<file path="src/rtl/eiu_pkg.sv">
package eiu_pkg;

  // ==========================================================
  // register addresses on the special function register port
  localparam logic [7:0] EIU_ADDR_STD_MASK  = 8'hA8;
  localparam logic [7:0] EIU_ADDR_STD_LEVEL = 8'hB8;
  localparam logic [7:0] EIU_ADDR_FLAGS     = 8'h91;
  localparam logic [7:0] EIU_ADDR_CONTROL   = 8'hD8;
  localparam logic [7:0] EIU_ADDR_ENABLES   = 8'hE8;
  localparam logic [7:0] EIU_ADDR_LEVELS    = 8'hF8;

  // ==========================================================
  // field positions and fixed read values
  localparam int unsigned EIU_GATE_BIT      = 7;
  localparam int unsigned EIU_FLAGS_LSB     = 4;
  localparam int unsigned EIU_WAKE_BIT      = 3;
  localparam logic [3:0]  EIU_FLAGS_FIXED   = 4'h8;
  localparam logic [1:0]  EIU_CTRL_TOP      = 2'h1;
  localparam logic [2:0]  EIU_EXT_TOP       = 3'h7;
  localparam logic [1:0]  EIU_STD_MASK_TOP  = 2'h0;
  localparam logic [1:0]  EIU_STD_LEVEL_TOP = 2'h2;
  localparam logic [7:0]  EIU_UNMAPPED_READ = 8'h00;

  // ==========================================================
  // source counts, reset values and vectors
  localparam int unsigned EIU_NUM_STD = 6;
  localparam int unsigned EIU_NUM_EXT = 5;
  localparam int unsigned EIU_NUM_SRC = EIU_NUM_STD + EIU_NUM_EXT;
  localparam logic [4:0]  EIU_EXT_RESET  = 5'h00;
  localparam logic [5:0]  EIU_STD_RESET  = 6'h00;
  localparam logic [7:0]  EIU_STD_VEC_BASE = 8'h03;
  localparam logic [7:0]  EIU_EXT_VEC_BASE = 8'h43;
  localparam logic [7:0]  EIU_VEC_STEP     = 8'h08;

  // ==========================================================
  // register port request
  typedef struct packed {
    logic [7:0] addr;
    logic       wr;
    logic       rd;
    logic [7:0] wdata;
  } eiu_sfr_req_t;

endpackage

</file>
<file path="src/rtl/eiu_rise_det.sv">
`timescale 1ns/1ps
module eiu_rise_det #(
  parameter int unsigned W = 5
) (
  input  wire logic         ref_clk_in,
  input  wire logic         rst_in,
  input  wire logic [W-1:0] level_in,
  output logic      [W-1:0] rise_out
);

  // ==========================================================
  // previous level, rise is high for one cycle
  logic [W-1:0] prev_q;
  logic [W-1:0] prev_d;

  always_comb begin
    prev_d = level_in;
  end

  always_ff @(posedge ref_clk_in or posedge rst_in) begin
    if (rst_in) begin
      prev_q <= '0;
    end else begin
      prev_q <= prev_d;
    end
  end

  assign rise_out = level_in & ~prev_q;

endmodule

</file>
<file path="src/rtl/eiu_top.sv">
// What this block does
// - spi byte done sets flag bit five
// - converter done rise sets flag bit four
// - software clears flags; software set raises interrupt
// - reserved bits read fixed ones and zeros
// - wake event sets control bit three
// - software set wake flag raises interrupt
// - enable register gates each extended source
// - level register picks high or low
// - taken interrupt vectors to fixed address
// - low routine preempted only by high
// - return pops back previous level state
// - vector only after current instruction ends
// - return or priority write delays one instruction
// - receiver ready rises set bits six, seven
// - global gate zero masks every interrupt
// - same level ties go to lowest number
`timescale 1ns/1ps
module eiu_top
  import eiu_pkg::*;
(
  input  wire logic         ref_clk_in,
  input  wire logic         rst_in,
  input  wire eiu_sfr_req_t sfr_req_in,
  output logic [7:0]        sfr_rdata_out,
  input  wire logic [5:0]   std_req_in,
  input  wire logic         converter_request_in,
  input  wire logic         serial_byte_request_in,
  input  wire logic         receiver_one_data_ready_in,
  input  wire logic         receiver_two_data_ready_in,
  input  wire logic         wake_timer_event_in,
  input  wire logic         instr_done_in,
  input  wire logic         instr_is_reti_in,
  output logic              irq_take_out,
  output logic [7:0]        irq_vector_out,
  output logic [1:0]        in_service_out
);

  // ==========================================================
  // helpers
  function automatic logic [3:0] first_set(input logic [EIU_NUM_SRC-1:0] v);
    logic [3:0] idx;
    idx = 4'h0;
    for (int i = EIU_NUM_SRC - 1; i >= 0; i--) begin
      if (v[i]) begin
        idx = 4'(i);
      end
    end
    return idx;
  endfunction

  function automatic logic [7:0] vec_of(input logic [3:0] idx);
    logic [7:0] v;
    v = 8'h00;
    if (idx < 4'(EIU_NUM_STD)) begin
      v = EIU_STD_VEC_BASE + 8'(idx) * EIU_VEC_STEP;
    end else begin
      v = EIU_EXT_VEC_BASE + 8'(idx - 4'(EIU_NUM_STD)) * EIU_VEC_STEP;
    end
    return v;
  endfunction

  // ==========================================================
  // source edges
  logic [4:0] ext_level;
  logic [4:0] ext_rise;

  assign ext_level = {wake_timer_event_in, receiver_two_data_ready_in,
                      receiver_one_data_ready_in, serial_byte_request_in,
                      converter_request_in};

  eiu_rise_det #(.W(EIU_NUM_EXT)) u_rise (
    .ref_clk_in (ref_clk_in),
    .rst_in     (rst_in),
    .level_in   (ext_level),
    .rise_out   (ext_rise)
  );

  // ==========================================================
  // register writes
  logic       wr_flags;
  logic       wr_ctrl;
  logic       wr_prio;
  assign wr_flags = sfr_req_in.wr && (sfr_req_in.addr == EIU_ADDR_FLAGS);
  assign wr_ctrl  = sfr_req_in.wr && (sfr_req_in.addr == EIU_ADDR_CONTROL);
  assign wr_prio  = sfr_req_in.wr && ((sfr_req_in.addr == EIU_ADDR_STD_MASK) ||
                    (sfr_req_in.addr == EIU_ADDR_STD_LEVEL) ||
                    (sfr_req_in.addr == EIU_ADDR_ENABLES) ||
                    (sfr_req_in.addr == EIU_ADDR_LEVELS));

  logic [4:0] ext_flag_q, ext_flag_d;
  logic [4:0] ext_en_q, ext_en_d;
  logic [4:0] ext_lv_q, ext_lv_d;
  logic [5:0] std_en_q, std_en_d;
  logic [5:0] std_lv_q, std_lv_d;
  logic       gate_q, gate_d;

  always_comb begin
    ext_flag_d = ext_flag_q;
    ext_en_d   = ext_en_q;
    ext_lv_d   = ext_lv_q;
    std_en_d   = std_en_q;
    std_lv_d   = std_lv_q;
    gate_d     = gate_q;
    if (wr_flags) begin
      ext_flag_d[3:0] = sfr_req_in.wdata[7:EIU_FLAGS_LSB];
    end
    if (wr_ctrl) begin
      ext_flag_d[4] = sfr_req_in.wdata[EIU_WAKE_BIT];
    end
    ext_flag_d = ext_flag_d | ext_rise;
    if (sfr_req_in.wr) begin
      unique case (sfr_req_in.addr)
        EIU_ADDR_ENABLES:   ext_en_d = sfr_req_in.wdata[4:0];
        EIU_ADDR_LEVELS:    ext_lv_d = sfr_req_in.wdata[4:0];
        EIU_ADDR_STD_MASK: begin
          std_en_d = sfr_req_in.wdata[5:0];
          gate_d   = sfr_req_in.wdata[EIU_GATE_BIT];
        end
        EIU_ADDR_STD_LEVEL: std_lv_d = sfr_req_in.wdata[5:0];
        default: ;
      endcase
    end
  end

  always_ff @(posedge ref_clk_in or posedge rst_in) begin
    if (rst_in) begin
      ext_flag_q <= EIU_EXT_RESET;
      ext_en_q   <= EIU_EXT_RESET;
      ext_lv_q   <= EIU_EXT_RESET;
      std_en_q   <= EIU_STD_RESET;
      std_lv_q   <= EIU_STD_RESET;
      gate_q     <= 1'b0;
    end else begin
      ext_flag_q <= ext_flag_d;
      ext_en_q   <= ext_en_d;
      ext_lv_q   <= ext_lv_d;
      std_en_q   <= std_en_d;
      std_lv_q   <= std_lv_d;
      gate_q     <= gate_d;
    end
  end

  // ==========================================================
  // register reads
  logic [7:0] rdata_q, rdata_d;

  always_comb begin
    rdata_d = rdata_q;
    if (sfr_req_in.rd) begin
      unique case (sfr_req_in.addr)
        EIU_ADDR_FLAGS:     rdata_d = {ext_flag_q[3:0], EIU_FLAGS_FIXED};
        EIU_ADDR_CONTROL:   rdata_d = {EIU_CTRL_TOP, 2'h0, ext_flag_q[4], 3'h0};
        EIU_ADDR_ENABLES:   rdata_d = {EIU_EXT_TOP, ext_en_q};
        EIU_ADDR_LEVELS:    rdata_d = {EIU_EXT_TOP, ext_lv_q};
        EIU_ADDR_STD_MASK:  rdata_d = {gate_q, EIU_STD_MASK_TOP[0], std_en_q};
        EIU_ADDR_STD_LEVEL: rdata_d = {EIU_STD_LEVEL_TOP, std_lv_q};
        default:            rdata_d = EIU_UNMAPPED_READ;
      endcase
    end
  end

  always_ff @(posedge ref_clk_in or posedge rst_in) begin
    if (rst_in) begin
      rdata_q <= 8'h00;
    end else begin
      rdata_q <= rdata_d;
    end
  end

  assign sfr_rdata_out = rdata_q;

  // ==========================================================
  // arbitration
  logic [EIU_NUM_SRC-1:0] req_all, en_all, lv_all, hi_cand, lo_cand;
  logic       act_hi_q, act_hi_d;
  logic       act_lo_q, act_lo_d;
  logic       pick_valid, pick_hi;
  logic [3:0] pick_idx;

  assign req_all = {ext_flag_q, std_req_in};
  assign en_all  = {ext_en_q, std_en_q} & {EIU_NUM_SRC{gate_q}};
  assign lv_all  = {ext_lv_q, std_lv_q};
  assign hi_cand = req_all & en_all & lv_all;
  assign lo_cand = req_all & en_all & ~lv_all;

  always_comb begin
    pick_valid = 1'b0;
    pick_hi    = 1'b0;
    pick_idx   = 4'h0;
    if ((|hi_cand) && !act_hi_q) begin
      pick_valid = 1'b1;
      pick_hi    = 1'b1;
      pick_idx   = first_set(hi_cand);
    end else if ((|lo_cand) && !act_hi_q && !act_lo_q) begin
      pick_valid = 1'b1;
      pick_idx   = first_set(lo_cand);
    end
  end

  // ==========================================================
  // vectoring and level stack
  logic       wrote_q, wrote_d;
  logic       take_ok;
  logic       reti_end;
  logic       take_q, take_d;
  logic [7:0] vec_q, vec_d;

  assign reti_end = instr_done_in && instr_is_reti_in;
  assign take_ok  = instr_done_in && !instr_is_reti_in && !wrote_q && !wr_prio
                    && pick_valid;

  always_comb begin
    wrote_d  = instr_done_in ? 1'b0 : (wrote_q || wr_prio);
    take_d   = take_ok;
    vec_d    = take_ok ? vec_of(pick_idx) : vec_q;
    act_hi_d = act_hi_q;
    act_lo_d = act_lo_q;
    if (reti_end) begin
      if (act_hi_q) begin
        act_hi_d = 1'b0;
      end else begin
        act_lo_d = 1'b0;
      end
    end
    if (take_ok) begin
      if (pick_hi) begin
        act_hi_d = 1'b1;
      end else begin
        act_lo_d = 1'b1;
      end
    end
  end

  always_ff @(posedge ref_clk_in or posedge rst_in) begin
    if (rst_in) begin
      wrote_q  <= 1'b0;
      take_q   <= 1'b0;
      vec_q    <= 8'h00;
      act_hi_q <= 1'b0;
      act_lo_q <= 1'b0;
    end else begin
      wrote_q  <= wrote_d;
      take_q   <= take_d;
      vec_q    <= vec_d;
      act_hi_q <= act_hi_d;
      act_lo_q <= act_lo_d;
    end
  end

  assign irq_take_out   = take_q;
  assign irq_vector_out = vec_q;
  assign in_service_out = {act_hi_q, act_lo_q};

  // ==========================================================
  // assertions
  property p_spi_flag;
    @(posedge ref_clk_in) disable iff (rst_in)
      (serial_byte_request_in && !$past(serial_byte_request_in)) |=> ext_flag_q[1];
  endproperty
  a_spi_flag: assert property (p_spi_flag) else $error("spi flag not set");

  property p_adc_flag;
    @(posedge ref_clk_in) disable iff (rst_in)
      (converter_request_in && !$past(converter_request_in)) |=> ext_flag_q[0];
  endproperty
  a_adc_flag: assert property (p_adc_flag) else $error("adc flag not set");

  property p_flag_hold;
    @(posedge ref_clk_in) disable iff (rst_in)
      (ext_flag_q[3:0] != 4'h0 && !wr_flags) |=> ((ext_flag_q[3:0] & $past(ext_flag_q[3:0]))
        == $past(ext_flag_q[3:0]));
  endproperty
  a_flag_hold: assert property (p_flag_hold) else $error("flag lost without write");

  property p_fixed_read;
    @(posedge ref_clk_in) disable iff (rst_in)
      (sfr_req_in.rd && sfr_req_in.addr == EIU_ADDR_FLAGS) |=> sfr_rdata_out[3:0] == 4'h8;
  endproperty
  a_fixed_read: assert property (p_fixed_read) else $error("reserved flag bits wrong");

  property p_wake_flag;
    @(posedge ref_clk_in) disable iff (rst_in)
      (wake_timer_event_in && !$past(wake_timer_event_in)) |=> ext_flag_q[4];
  endproperty
  a_wake_flag: assert property (p_wake_flag) else $error("wake flag not set");

  property p_clear_race;
    @(posedge ref_clk_in) disable iff (rst_in)
      (wr_flags && sfr_req_in.wdata[4] == 1'b0 && ext_rise[0]) |=> ext_flag_q[0];
  endproperty
  a_clear_race: assert property (p_clear_race) else $error("set lost to clear");

  property p_gate;
    @(posedge ref_clk_in) disable iff (rst_in)
      !gate_q |=> !irq_take_out;
  endproperty
  a_gate: assert property (p_gate) else $error("take while gate off");

  property p_no_preempt_hi;
    @(posedge ref_clk_in) disable iff (rst_in)
      (act_hi_q && !reti_end) |=> !irq_take_out;
  endproperty
  a_no_preempt_hi: assert property (p_no_preempt_hi) else $error("high preempted");

  property p_take_at_end;
    @(posedge ref_clk_in) disable iff (rst_in)
      irq_take_out |-> $past(instr_done_in) && !$past(instr_is_reti_in);
  endproperty
  a_take_at_end: assert property (p_take_at_end) else $error("take mid instr");

  property p_adc_vector;
    @(posedge ref_clk_in) disable iff (rst_in)
      (take_ok && pick_idx == 4'h6) |=> irq_take_out && irq_vector_out == 8'h43;
  endproperty
  a_adc_vector: assert property (p_adc_vector) else $error("adc vector wrong");

  property p_reti_pop;
    @(posedge ref_clk_in) disable iff (rst_in)
      (reti_end && act_hi_q && act_lo_q) |=> !act_hi_q && act_lo_q;
  endproperty
  a_reti_pop: assert property (p_reti_pop) else $error("level not restored");

  c_take_lo: cover property (@(posedge ref_clk_in) disable iff (rst_in)
    take_ok && !pick_hi);
  c_nested: cover property (@(posedge ref_clk_in) disable iff (rst_in)
    act_lo_q && take_ok && pick_hi);
  c_reti_hold: cover property (@(posedge ref_clk_in) disable iff (rst_in)
    reti_end && pick_valid);
  c_wake_take: cover property (@(posedge ref_clk_in) disable iff (rst_in)
    take_ok && pick_idx == 4'hA);

endmodule

</file>
<file path="config.mk">
export PLATFORM = sky130hd
export DESIGN_NAME = eiu_top
export DESIGN_NICKNAME = d
export VERILOG_FILES = /design/src/rtl/eiu_pkg.sv /design/src/rtl/eiu_rise_det.sv /design/src/rtl/eiu_top.sv
export SDC_FILE = /design/constraint.sdc
export NUM_CORES = 1
export LEC_CHECK = 0
export ABC_AREA = 1
export BUFFER_PORTS_ARGS = -buffer_cell sky130_fd_sc_hd__buf_2
export CORE_MARGIN = 4
export CORE_UTILIZATION = 50
export CTS_CLUSTER_DIAMETER = 60
export DETAILED_ROUTE_END_ITERATION = 8
export PLACE_DENSITY = 0.75
export SLEW_MARGIN = 30
export SYNTH_ARGS = -nofsm -noshare
export SYNTH_HDL_FRONTEND = slang
export SYNTH_SLANG_ARGS = --single-unit
</file>
<file path="constraint.sdc">
create_clock -name ref_clk_in -period 1.9 [get_ports ref_clk_in]
set_input_delay 0.38 -clock ref_clk_in [delete_from_list [all_inputs] [get_ports ref_clk_in]]
set_output_delay 0.38 -clock ref_clk_in [all_outputs]
set_load 0.02 [all_outputs]
</file>
==> metrics.txt <==
CTS Sinks 51; first-pass GRT wire length 11.47 mm; area grow syn2layout 28.03%; syn_nets 388; YS warnings 0; Final Skew 0.006744 ns; Final Hold Fails 0; FP Rows 26; CTS Buf Count 5; layout cell share with drive strength beyond 1 30.41%; met2 Usage GRT 37.50%; Antenna Nets Post-Route 0; Avg Inst Size Synth 7.826 um2; complex-gate fraction of the synthesized area 13.18%; worst-path fanout max 13; Clock Path Buffers 2; antenna violations before repair 0; Slowest-stage cell, CP dfrtp_2; FFs w/ async S/R, synth 100.0%; max incr delay on CP 0.45 ns; sequential fraction of the synthesis area 46.20%; htree depth 2; cell-internal power approximately 1.5 mW; clock share of power 31.4%; global routing usage on met3 under 10%; Yosys cell types 42; hpwl dp 5.663 mm; fmax 469.0 MHz; Tmin final between 2 and 2.5 ns; global routing's busiest layer met2; drt first pass iters 4; Sw Ratio 25.07%; final worst-path cycle share 112.2%; Setup CP Type flip-flop to flip-flop; mux contribution to synthesized area 0%; Leak 1.916 nW; grt met1 use just under 30%; diode count 0; Layout Utilization a little under 70%; drt drc 0; total power 1.999 mW; most frequent CP cell nand2_1; via count 2668; nets 479; synthesized netlist cell count 353; average wire per standard cell 13.94 um; Die H roughly 82 um; cell area after synthesis between 2000 and 3000 um2; Final WS setup -0.2322 ns; pwr dens 565.0 nW/um2; Post-synth EDFFs 0; die area between 6000 and 7000 um2; CTS clock-pin slew for the worst setup and hold paths 0.09 ns; CP Cell Sequence buf_12, nand4_1, nand2_1, nor2_2, nand2_1, nand2_2, nand2_4, nor2_4, nand2_1, nand2_2, ha_4, inv_2, ha_4, inv_2, nand3_2, nand3_2, nand2_1; drt total wl 7.166 mm; RSZ-0062 raised after global routing yes; main combinational cell family by area after synthesis simple AND/OR/NAND/NOR gates; xor and xnor area share after synthesis less than 1%; TritonCTS clock tree built; global-route usage over all layers 22.51%; Psw around 0.5 mW; part of the power in registers 57.9%; vias in the first global route approximately 2500; crit start category flip-flop; die width 82.33 um; Req. time, crit path about 2.1 ns; Core Area 5238 um2; hold buffers post-CTS 0; power share of the combinational group about a tenth; simple logic cell fraction of the synthesized area 29.71%; data arrival time of the worst path 2.33 ns; adder-cell share of the synthesized area 0.9058%; Fin Setup TNS -0.8636 ns; largest net degree at the start of global routing 23; Via density 5.191; count of pins over their slew limit 0; IO Count 52; CTS root buf clkbuf_8; Clock Latency Late Sink 0.30 ns; crit end category flip-flop; outcome complete, but fails checks; initial drt markers 154; port bufs 50; violated checks setup timing; GPL Wtd Cong about 0.90; final setup fails 6; initial cell density of the core 52.75%; Max Cap Violations 0; Max IR drop VDD about 0.00040 V; grt total ovfl 0; most common flop cell mapped by yosys dfrtp_1; hold crit path type input pin to asynchronous set/reset pin; Seq cells post-synth a little over 50
==> cells in the final DEF, fill, tap and decap left out, types with 2 or more instances in the layout <==
master     synthesis  layout
nand3_2            1       3
dfrtp_1           51      50
nand4_4            0       2
o21ai_1            1       3
ha_4               0       2
nand3_1           16      14
buf_4              4      40
inv_1             49      45
nand4_1           17      17
a211oi_1           2       2
nand2_2            4       8
o211ai_1           3       3
a21oi_1            3       3
o221ai_1           3       3
buf_2              2      51
clkbuf_8           0       6
nor2_2             4       4
nor2_1            16      15
o2111ai_1          2       2
buf_6              2       2
nor2_4             1       2
o21ai_0           37      35
nand2_1          108     104
inv_2              0       4
nand3b_1           2       2
==> flip-flops by register name (all words and copies together), names as in the netlist <==
signal          count
act_hi_q            1
act_lo_q            1
ext_en_q            5
ext_flag_q          5
ext_lv_q            5
gate_q              1
irq_take_out        1
irq_vector_out      6
sfr_rdata_out       8
std_en_q            6
std_lv_q            6
u_rise.prev_q       5
wrote_q             1
==> layer usage <==
layer | share of wire, % | up-vias
met5 | 0 | -
met4 | 1.6 | 0
met3 | 7.3 | 13
met2 | 47 | 90
met1 | 44 | 1233
li1 | - | 1332
==> worst max-delay path, delay by kind of cell, from the launching register on <==
family	cells	cell delay, ns
DFF	1	0.45
buffers and inverters	3	0.26
adders and majority gates	2	0.33
and+or+nand+nor	12	0.98
==> kinds of logic (layout without fill, tap and decap cells) <==
kind of cell / count (synthesis) / in the layout
simple gates: 178 / 178
buf+inv: 61 / 152
flops: 51 / 51
other cells: 1 / 1
compound gates: 59 / 59
fa+ha+maj: 2 / 2
xor+xnor: 1 / 1
==> cell usage after synthesis (2+ instances only) <==
cell type	count	share of area [%]
o21ai_0	37	6.7
inv_1	49	6.7
nor2_2	4	0.91
dfrtp_1	51	46
nand3_1	16	2.9
nand4_1	17	3.8
o2111ai_1	2	0.63
nand4_2	3	1.4
clkbuf_1	2	0.27
o211ai_1	3	0.82
nand3b_1	2	0.54
o221ai_1	3	0.95
nand2_1	108	15
buf_4	4	1.1
buf_2	2	0.36
a21oi_1	3	0.54
nor2_1	16	2.2
buf_6	2	0.82
a211oi_1	2	0.54
nand2_2	4	0.91
ha_1	2	0.91
==> repair_timing <==
item / 4_1_cts / 5_1_grt
setup buffers: 4 / 3
setup endpoints to repair: 5 / 8
cloned: 0 / 1
resized for setup: 3 / 8
hold endpoints to repair: 0 / 0
pin swaps: 4 / 14
==> final cells by class <==
| class | instances | area, um2 |
|---|---|---|
| Fill cell | 475 | 1700 |
| Multi-Input combinational cell | 241 | 1292 |
| Inverter | 51 | 193.9 |
| Clock inverter | 1 | 5.005 |
| Sequential cell | 51 | 1277 |
| Timing Repair Buffer | 94 | 598.1 |
| Tap cell | 70 | 87.58 |
| Clock buffer | 6 | 82.58 |
==> power groups by stage <==
stage	sequential [mW]	combinational, mW	clock, mW
after floorplan	1.18	0.102	0
after detailed placement	1.18	0.210	0
after global routing	1.16	0.242	0.689
after global placement	1.18	0.203	0
after CTS	1.16	0.213	0.642
final	1.16	0.215	0.627
==> metrics by stage <==
step	std cells	setup WS, ns	hold WS [ns]	instance area, um2
6_report	514	-0.2322	0.03413	3537
5_1_grt	514	-0.3624	0.06250	3537
4_1_cts	510	-0.2226	0.03835	3483
3_5_place_dp	499	-0.2084	0.3708	3358
3_3_place_gp	499	-0.1312	0.3603	3358
2_1_floorplan	353	-0.1170	0.4114	2808
==> path summary, 6_finish.rpt <==
check                                            from                end  slack, ns  depth (start not counted)
setup / recovery                               gate_q  irq_vector_out[7]      -0.23                         17
hold / removal                                 rst_in      ext_flag_q[4]       0.03                          2
setup reg to reg                               gate_q  irq_vector_out[7]      -0.23                         17
hold reg to reg                      u_rise.prev_q[4]      ext_flag_q[4]       0.44                          1
max in group asynchronous                      rst_in             gate_q       1.24                          3
min in group ref_clk_in    receiver_one_data_ready_in   u_rise.prev_q[2]       0.19                          1
Power figures use the tool's default switching activity.
